--- config.mk ---
export PLATFORM = sky130hd
export DESIGN_NAME = ifm_top
export DESIGN_NICKNAME = d
export VERILOG_FILES = /design/src/hdl/ifm_pkg.sv /design/src/hdl/ifm_mask_if.sv /design/src/hdl/ifm_top.sv /design/src/hdl/ifm_src_sync.sv /design/src/hdl/ifm_mask_pair.sv
export SDC_FILE = /design/constraint.sdc
export NUM_CORES = 1
export LEC_CHECK = 0
export BUFFER_PORTS_ARGS = -buffer_cell sky130_fd_sc_hd__buf_4
export CAP_MARGIN = 20
export CORE_MARGIN = 2
export CORE_UTILIZATION = 30
export CTS_CLUSTER_SIZE = 20
export DETAILED_ROUTE_END_ITERATION = 10
export SYNTH_ARGS = -nofsm -noshare
export SYNTH_HDL_FRONTEND = slang
export SYNTH_SLANG_ARGS = --single-unit
--- constraint.sdc ---
create_clock -name sys_clk_i -period 3.3 [get_ports sys_clk_i]
set_input_delay 0.33 -clock sys_clk_i [delete_from_list [all_inputs] [get_ports sys_clk_i]]
set_output_delay 0.33 -clock sys_clk_i [all_outputs]
set_load 0.05 [all_outputs]
--- src/hdl/ifm_pkg.sv ---
// Constants, register map and helper functions for the interrupt mask logic.
//
// Functional notes
// - A normal request other than programmed bit 1 reaches the core only while its normal mask bit is 1.
// - Writing zero to the normal mask never disables a source.
// - Normal clear is write-only; each 1 bit clears that normal mask bit.
// - Fast status bits 31..1 ORed drive fast request and bit 0 of raw.
// - A 1 written to the fast mask clears the same normal mask bit.
// - A 1 written to the normal mask clears the same fast mask bit.
// - A source may be disabled in both masks at once.
// - Fast raw bits follow their peripheral interrupt signals.
// - Fast mask 1 enables, 0 blocks; writing zeros never disables.
// - Fast clear is write-only; each 1 bit clears that fast mask bit.
// - Fast status bits other than bit 1 are fast raw AND fast mask.
// - No priority encoding and no vector; software picks the source.
// - Programmed bit 2 sets or clears bit 1 of fast status and raw.
// - Programmed bit 1 sets or clears bit 1 of normal status and raw.
// - Programmed interrupts bypass the masks and write status and raw together.
// - Fast registers are 32 bits and map sources like the normal ones.
// - All 32 normal status bits ORed form the normal request.
// - Normal raw bits follow their peripheral interrupt signals.
package ifm_pkg;

    localparam int unsigned DW = 32;

    // -------------------------------------------------------------------
    // Register byte addresses
    // -------------------------------------------------------------------
    localparam logic [31:0] ADR_NORMAL_STATUS = 32'hffff_0000;
    localparam logic [31:0] ADR_NORMAL_RAW    = 32'hffff_0004;
    localparam logic [31:0] ADR_NORMAL_EN     = 32'hffff_0008;
    localparam logic [31:0] ADR_NORMAL_CLR    = 32'hffff_000c;
    localparam logic [31:0] ADR_PROG_CFG      = 32'hffff_0010;
    localparam logic [31:0] ADR_FAST_STATUS   = 32'hffff_0100;
    localparam logic [31:0] ADR_FAST_RAW      = 32'hffff_0104;
    localparam logic [31:0] ADR_FAST_EN       = 32'hffff_0108;
    localparam logic [31:0] ADR_FAST_CLR      = 32'hffff_010c;

    // -------------------------------------------------------------------
    // Field positions and reset values
    // -------------------------------------------------------------------
    localparam int unsigned    FAST_OR_BIT   = 0;
    localparam int unsigned    PROG_SRC_BIT  = 1;
    localparam int unsigned    PROG_NORM_BIT = 1;
    localparam int unsigned    PROG_FAST_BIT = 2;
    localparam logic [DW-1:0]  RST_WORD      = 32'h0000_0000;
    localparam int unsigned    SYNC_STAGES   = 3;

    typedef enum logic [3:0] {
        SEL_NONE   = 4'b0000,
        SEL_NSTA   = 4'b0001,
        SEL_NRAW   = 4'b0010,
        SEL_NEN    = 4'b0011,
        SEL_NCLR   = 4'b0100,
        SEL_PROG   = 4'b0101,
        SEL_FSTA   = 4'b0110,
        SEL_FRAW   = 4'b0111,
        SEL_FEN    = 4'b1000,
        SEL_FCLR   = 4'b1001
    } ifm_sel_t;

    // Address decode shared by the read and the write path.
    function automatic ifm_sel_t ifm_decode(input logic [31:0] adr);
        ifm_sel_t sel;
        sel = SEL_NONE;
        unique case (adr)
            ADR_NORMAL_STATUS: sel = SEL_NSTA;
            ADR_NORMAL_RAW:    sel = SEL_NRAW;
            ADR_NORMAL_EN:     sel = SEL_NEN;
            ADR_NORMAL_CLR:    sel = SEL_NCLR;
            ADR_PROG_CFG:      sel = SEL_PROG;
            ADR_FAST_STATUS:   sel = SEL_FSTA;
            ADR_FAST_RAW:      sel = SEL_FRAW;
            ADR_FAST_EN:       sel = SEL_FEN;
            ADR_FAST_CLR:      sel = SEL_FCLR;
            default:           sel = SEL_NONE;
        endcase
        return sel;
    endfunction : ifm_decode

    // Masked status of one line; the caller overrides bit 1, and bit 0 on the fast line only.
    function automatic logic [DW-1:0] ifm_masked(input logic [DW-1:0] raw,
                                                 input logic [DW-1:0] en);
        return raw & en;
    endfunction : ifm_masked

endpackage : ifm_pkg

--- src/hdl/ifm_mask_if.sv ---
// Interface carrying mask write events and mask values between modules.
`timescale 1ns/1ps
`default_nettype none
interface ifm_mask_if;
    logic        norm_set;
    logic        norm_clr;
    logic        fast_set;
    logic        fast_clr;
    logic [31:0] wdata;
    logic [31:0] norm_en;
    logic [31:0] fast_en;

    modport ctrl (output norm_set, norm_clr, fast_set, fast_clr, wdata,
                  input  norm_en, fast_en);
    modport mask (input  norm_set, norm_clr, fast_set, fast_clr, wdata,
                  output norm_en, fast_en);
endinterface : ifm_mask_if
`default_nettype wire

--- src/hdl/ifm_top.sv ---
// Top of the non-vectored normal and fast interrupt mask and status logic.
`timescale 1ns/1ps
`default_nettype none
module ifm_top
    import ifm_pkg::*;
(
    input  wire logic          sys_clk_i,
    input  wire logic          rst_i,
    input  wire logic [31:0]   addr_i,
    input  wire logic [DW-1:0] wr_data_i,
    input  wire logic          wr_stb_i,
    input  wire logic          rd_stb_i,
    output logic      [DW-1:0] rd_data_o,
    input  wire logic [DW-1:0] normal_src_i,
    input  wire logic [DW-1:0] fast_src_i,
    output logic               normal_interrupt_request_o,
    output logic               fast_interrupt_request_o
);

    // -------------------------------------------------------------------
    // State
    // -------------------------------------------------------------------
    typedef struct packed {
        logic          prog_norm;
        logic          prog_fast;
        logic          norm_req;
        logic          fast_req;
        logic [DW-1:0] rdata;
    } ifm_top_st_t;

    ifm_top_st_t st_q;
    ifm_top_st_t st_d;

    logic [DW-1:0] norm_sync;
    logic [DW-1:0] fast_sync;
    logic [DW-1:0] norm_raw;
    logic [DW-1:0] fast_raw;
    logic [DW-1:0] norm_sta;
    logic [DW-1:0] fast_sta;
    logic [DW-1:0] prog_word;
    logic          fast_or;
    ifm_sel_t      wsel;
    ifm_sel_t      rsel;

    ifm_mask_if mif ();

    // -------------------------------------------------------------------
    // Source synchronisers
    // -------------------------------------------------------------------
    ifm_src_sync u_norm_sync (
        .sys_clk_i (sys_clk_i),
        .rst_i     (rst_i),
        .src_i     (normal_src_i),
        .src_o     (norm_sync)
    );

    ifm_src_sync u_fast_sync (
        .sys_clk_i (sys_clk_i),
        .rst_i     (rst_i),
        .src_i     (fast_src_i),
        .src_o     (fast_sync)
    );

    // -------------------------------------------------------------------
    // Enable masks
    // -------------------------------------------------------------------
    ifm_mask_pair u_masks (
        .sys_clk_i (sys_clk_i),
        .rst_i     (rst_i),
        .mif       (mif.mask)
    );

    assign wsel         = ifm_decode(addr_i);
    assign rsel         = ifm_decode(addr_i);
    assign mif.wdata    = wr_data_i;
    assign mif.norm_set = wr_stb_i && (wsel == SEL_NEN);
    assign mif.norm_clr = wr_stb_i && (wsel == SEL_NCLR);
    assign mif.fast_set = wr_stb_i && (wsel == SEL_FEN);
    assign mif.fast_clr = wr_stb_i && (wsel == SEL_FCLR);

    // -------------------------------------------------------------------
    // Raw source and status words
    // -------------------------------------------------------------------
    // Bit 0 carries the fast OR and bit 1 the programmed source on both
    // lines; the remaining bits follow the synchronised peripherals.
    // Bit 1 of status ignores the mask so programmed requests always fire.
    always_comb begin
        fast_raw                = fast_sync;
        fast_raw[PROG_SRC_BIT]  = st_q.prog_fast;
        fast_raw[FAST_OR_BIT]   = 1'b0;
        fast_sta                = ifm_masked(fast_raw, mif.fast_en);
        fast_sta[PROG_SRC_BIT]  = st_q.prog_fast;
        fast_sta[FAST_OR_BIT]   = 1'b0;
        fast_or                 = |fast_sta[DW-1:1];
        fast_raw[FAST_OR_BIT]   = fast_or;
        fast_sta[FAST_OR_BIT]   = fast_or & mif.fast_en[FAST_OR_BIT];
        norm_raw                = norm_sync;
        norm_raw[PROG_SRC_BIT]  = st_q.prog_norm;
        norm_raw[FAST_OR_BIT]   = fast_or;
        norm_sta                = ifm_masked(norm_raw, mif.norm_en);
        norm_sta[PROG_SRC_BIT]  = st_q.prog_norm;
    end

    always_comb begin
        prog_word                = RST_WORD;
        prog_word[PROG_NORM_BIT] = st_q.prog_norm;
        prog_word[PROG_FAST_BIT] = st_q.prog_fast;
    end

    // -------------------------------------------------------------------
    // Register updates, read path and request outputs
    // -------------------------------------------------------------------
    // Only the OR of the status words reaches the core; which source is
    // served is left to software.
    always_comb begin
        st_d          = st_q;
        st_d.norm_req = |norm_sta;
        st_d.fast_req = fast_or;
        if (wr_stb_i && (wsel == SEL_PROG)) begin
            st_d.prog_norm = wr_data_i[PROG_NORM_BIT];
            st_d.prog_fast = wr_data_i[PROG_FAST_BIT];
        end
        st_d.rdata = RST_WORD;
        if (rd_stb_i) begin
            unique case (rsel)
                SEL_NSTA: st_d.rdata = norm_sta;
                SEL_NRAW: st_d.rdata = norm_raw;
                SEL_NEN:  st_d.rdata = mif.norm_en;
                SEL_PROG: st_d.rdata = prog_word;
                SEL_FSTA: st_d.rdata = fast_sta;
                SEL_FRAW: st_d.rdata = fast_raw;
                SEL_FEN:  st_d.rdata = mif.fast_en;
                SEL_NCLR: st_d.rdata = RST_WORD;
                SEL_FCLR: st_d.rdata = RST_WORD;
                SEL_NONE: st_d.rdata = RST_WORD;
                default:  st_d.rdata = RST_WORD;
            endcase
        end
    end

    always_ff @(posedge sys_clk_i) begin
        if (rst_i) begin
            st_q <= '0;
        end else begin
            st_q <= st_d;
        end
    end

    assign rd_data_o                  = st_q.rdata;
    assign normal_interrupt_request_o = st_q.norm_req;
    assign fast_interrupt_request_o   = st_q.fast_req;

endmodule : ifm_top
`default_nettype wire

--- src/hdl/ifm_src_sync.sv ---
// Three-stage synchroniser with agreement filter for the source inputs.
`timescale 1ns/1ps
`default_nettype none
module ifm_src_sync
    import ifm_pkg::*;
(
    input  wire logic          sys_clk_i,
    input  wire logic          rst_i,
    input  wire logic [DW-1:0] src_i,
    output logic      [DW-1:0] src_o
);
    typedef struct packed {
        logic [DW-1:0] s1;
        logic [DW-1:0] s2;
        logic [DW-1:0] s3;
        logic [DW-1:0] val;
    } ifm_sync_st_t;

    ifm_sync_st_t st_q;
    ifm_sync_st_t st_d;

    // A bit takes the new level only once stages two and three agree.
    always_comb begin
        st_d     = st_q;
        st_d.s1  = src_i;
        st_d.s2  = st_q.s1;
        st_d.s3  = st_q.s2;
        st_d.val = (st_q.s2 & ~(st_q.s2 ^ st_q.s3))
                 | (st_q.val & (st_q.s2 ^ st_q.s3));
    end

    always_ff @(posedge sys_clk_i) begin
        if (rst_i) begin
            st_q <= '0;
        end else begin
            st_q <= st_d;
        end
    end

    assign src_o = st_q.val;
endmodule : ifm_src_sync
`default_nettype wire

--- src/hdl/ifm_mask_pair.sv ---
// Normal and fast enable masks with set, clear and mutual exclusion.
`timescale 1ns/1ps
`default_nettype none
module ifm_mask_pair
    import ifm_pkg::*;
(
    input  wire logic sys_clk_i,
    input  wire logic rst_i,
    ifm_mask_if.mask  mif
);
    typedef struct packed {
        logic [DW-1:0] norm_en;
        logic [DW-1:0] fast_en;
    } ifm_mask_st_t;

    ifm_mask_st_t st_q;
    ifm_mask_st_t st_d;

    // Zeros written to a mask leave it alone; clear registers and ones written to the other mask disable.
    always_comb begin
        st_d = st_q;
        if (mif.norm_set) begin
            st_d.norm_en = st_q.norm_en | mif.wdata;
            st_d.fast_en = st_q.fast_en & ~mif.wdata;
        end
        if (mif.norm_clr) begin
            st_d.norm_en = st_q.norm_en & ~mif.wdata;
        end
        if (mif.fast_set) begin
            st_d.fast_en = st_q.fast_en | mif.wdata;
            st_d.norm_en = st_q.norm_en & ~mif.wdata;
        end
        if (mif.fast_clr) begin
            st_d.fast_en = st_q.fast_en & ~mif.wdata;
        end
    end

    always_ff @(posedge sys_clk_i) begin
        if (rst_i) begin
            st_q <= '0;
        end else begin
            st_q <= st_d;
        end
    end

    assign mif.norm_en = st_q.norm_en;
    assign mif.fast_en = st_q.fast_en;
endmodule : ifm_mask_pair
`default_nettype wire

==> summary.md <==
| Metric | Value |
|---|---|
| Sequential element share of the synthesized area | `0.5695` |
| Power Density | `577.0 mW/mm^2` |
| Overall power consumption | `8.604 mW` |
| Die X-Extent | `203.6 um` |
| Routability congestion estimate from global placement | `0.8926` |
| Synthesized instance count | `1201` |
| Xor/xnor share of the synthesized area | `0` |
| Cell area after layout | `0.01491 mm^2` |
| Maximum root-to-sink buffer count | `3` |
| Worst hold start | `fast_src_i[11]` |
| Final setup viols | `0` |
| Syn Nets | `1333` |
| Sort of element at the start of the critical path | `input pin` |
| Dpl hpwl | `22.96 mm` |
| Final-layout fill cell count | `3919` |
| Count of cells along the worst register-to-register path | `5` |
| Share of flip-flops with an asynchronous set or reset after synthesis | `0` |
| Number of placed cells counting well taps | `1820` |
| Clock root buffer | `clkbuf_16` |
| Total global routing overflow | `0` |
| Average vias per placed instance | `4.933` |
| Vias after detailed routing | `9344` |
| Total number of clock tree sinks | `340` |
| Final hold slack | `0.02306 ns` |
| Class of the worst hold path | `in2reg` |
| Number of detailed-route iterations in the first pass | `5` |
| Final nets | `1479` |
| Share of layout cells above drive strength 1 | `0.1711` |
| Latest clock arrival within the worst-skew pair | `0.53 ns` |
| Library cells used by synthesis | `46` |
| Number of ports placed on the die boundary | `166` |
| Number of cells upsized or downsized after cts | `0` |
| Share of Yosys cell area claimed by the top area cell type | `0.5695` |
| Area fraction in compound gates after synthesis | `0.1738` |
| Largest family of logic cells by synthesized area | `simple AND/OR/NAND/NOR gates` |
| Pin slew with the least headroom to its limit | `0.9443 ns` |
| Sequential Power Share | `0.492` |
| Leading cell types by total area after synthesis | `dfxtp_1 57%, nor2b_1 13%, a22o_1 5.1%` |
| Share of synthesized cell area in and, or, nand and nor gates | `0.2257` |
| Number of buffers inserted to repair setup after CTS | `0` |
| Clock-pin slew on the worst setup and hold paths | `0.06 ns` |
| Max Clock Skew | `0.02462 ns` |
| Max Used Layer | `met5` |
| Mean instance size in the synthesized netlist | `9.951 um^2` |
| Setup TNS after final layout | `0 ns` |
| Final cell count without fillers | `1894` |
| Worst hold stages | `2` |
| Final-report max-slew violation count | `0` |
| Result of the run | `completed` |
| Utilization after layout | `0.3770` |
| Antenna-violating nets left | `0` |
| Hold-fix buffers, CTS | `12` |
| Beginning of the critical path | `addr_i[7]` |
| Cell Int Power | `6.744 mW` |
| Portion of netlist area occupied by mux cells | `0.002617` |
| Global-route wire length before repair | `50.46 mm` |
| Maximum VDD drop | `0.2908 mV` |
| RSZ-0062 raised after global routing | `false` |
| Iteration-0 DRC Markers | `694` |
| Number of global-route vias before repair | `8810` |
| WL/cell | `17.62 um` |
| Instance area at placement | `0.01364 mm^2` |
| Commonest cells after routing, fill and taps aside | `340 x dfxtp_1, 247 x nor2b_1, 172 x buf_4` |
| Most used flip-flop cell after synthesis | `dfxtp_1` |
| Largest net degree at the start of global routing | `95` |
| Leak Pwr | `5.481 nW` |
| Critical setup path kind | `in2reg` |
| Maximum frequency from static timing analysis | `0.4526 GHz` |
| Final cycle utilization of the critical path | `0.6695` |
| Kind of end point of the critical path | `flip-flop` |
| Post-route DRC | `0` |
| Length of routed met3 wiring | `2.605 mm` |
| Switching share of power | `0.2161` |
| Synthesized cell area | `0.01195 mm^2` |
| R2R setup slack | `1.22 ns` |
| Number of H-tree levels | `2` |
| Number of violations of the max-capacitance limit | `0` |
| Number of core rows | `73` |
| Area of the multi-input gates | `0.004806 mm^2` |
| Count of input and output buffers | `161` |
| Switching power | `1.859 mW` |
| Fin worst setup slack | `1.091 ns` |
| Met1 Routed Length | `14.52 mm` |
| Time the final worst path needs with I/O delays and setup | `2.209 ns` |
| Antenna violations before repair | `4` |
| CP arrival | `2.67 ns` |
| Vertical die dimension | `203.6 um` |
| Required time worst endpoint | `3.76 ns` |
| Relative max-transition margin | `0.3681` |
| Clock group share of total power | `0.462` |
| Number of warning messages in the yosys log | `0` |
| Synthesized-area fraction occupied by adder cells | `0` |
| CTS buffer count | `38` |
| Area growth from synthesis to final layout | `24.76%` |
| Global-route total usage across every layer | `0.1582` |
| Cell taking the most area after synthesis | `dfxtp_1` |
| Register cell area after layout | `0.006807 mm^2` |
| Minimum setup slack after placement | `0.5806 ns` |
| Count of flip-flops with a built-in enable after synthesis | `0` |
| Clock tree from TritonCTS | `yes` |
| Final Hold Vio Count | `0` |
| Wire length on met2 | `15.37 mm` |
| Starting density of the core | `0.3022` |
| Part of the total power dissipated in combinational logic | `0.046` |
| Floorplan die area | `0.04145 mm^2` |
| Post-synthesis sequential element count | `340` |
| Total core area | `0.03955 mm^2` |
| Worst Path Max Fanout | `32` |
| R2r endpoint | `rd_data_o[0]$_SDFF_PP0_` |
| Total wirelength of the detailed-routed design | `33.36 mm` |
| Endpoint of the worst hold path | `u_fast_sync.st_d[75]$_SDFF_PP0_` |
| Commonest non-fill, non-tap cell in the layout | `dfxtp_1` |
-- worst max-delay path by stage --
stage / to / slack, ns / cells after the start
6_report: flip-flop / 1.09 / 7
5_1_grt: flip-flop / 1.00 / 7
4_1_cts: flip-flop / 1.11 / 7
3_5_place_dp: flip-flop / 0.58 / 7
3_3_place_gp: flip-flop / 0.60 / 7
2_1_floorplan: flip-flop / 0.89 / 7
-- critical path, stage by stage --
cell and delay (ns):
buf_4 0.10, or3_1 0.35, or4_1 0.61, or4_4 0.63, nor4_4 0.21, buf_12 0.25
a22o_1 0.17
-- layer usage --
layer  vias up  GRT usage
li1       4552          -
met4         4    0.05240
met3        55    0.03947
met2       302     0.2615
met5         -          0
met1      4431     0.2014
-- final cells by class --
class | instances | area share
antenna | 1 | 0.0001678
clock buffer | 51 | 0.06982
clock inverter | 10 | 0.007217
inverter | 1 | 0.0002517
multi-input combinational | 778 | 0.3223
sequential | 340 | 0.4565
tap | 525 | 0.04405
timing repair buffer | 188 | 0.09969
-- synthesized netlist by cell type, drive strengths merged, types with 2 or more instances --
| cell type | number |
|---|---|
| a21oi | 64 |
| a221oi | 6 |
| a222oi | 2 |
| a22o | 70 |
| a22oi | 14 |
| a31oi | 14 |
| and4 | 14 |
| and4b | 3 |
| buf | 11 |
| clkbuf | 71 |
| dfxtp | 340 |
| mux2i | 2 |
| nand2 | 79 |
| nand2b | 5 |
| nand3 | 64 |
| nand3b | 3 |
| nand4 | 8 |
| nor2 | 8 |
| nor2b | 247 |
| nor3 | 6 |
| nor4 | 3 |
| o211ai | 14 |
| o21a | 2 |
| o21ai | 76 |
| o221ai | 16 |
| o22ai | 29 |
| or3 | 15 |
| or4 | 2 |
-- power groups by stage --
stage	Combinational (mW)	Clock [mW]	Sequential, mW
global placement	0.385	0	4.32
CTS	0.403	4.09	4.23
floorplan	0.195	0	4.31
finish	0.399	3.97	4.23
global route	0.436	4.25	4.24
detailed placement	0.391	0	4.32
-- cells by family after synthesis --
family,after synthesis
buf+inv,83
mux,3
compound gates,313
flops,340
simple gates,462
Power figures use the tool's default switching activity.
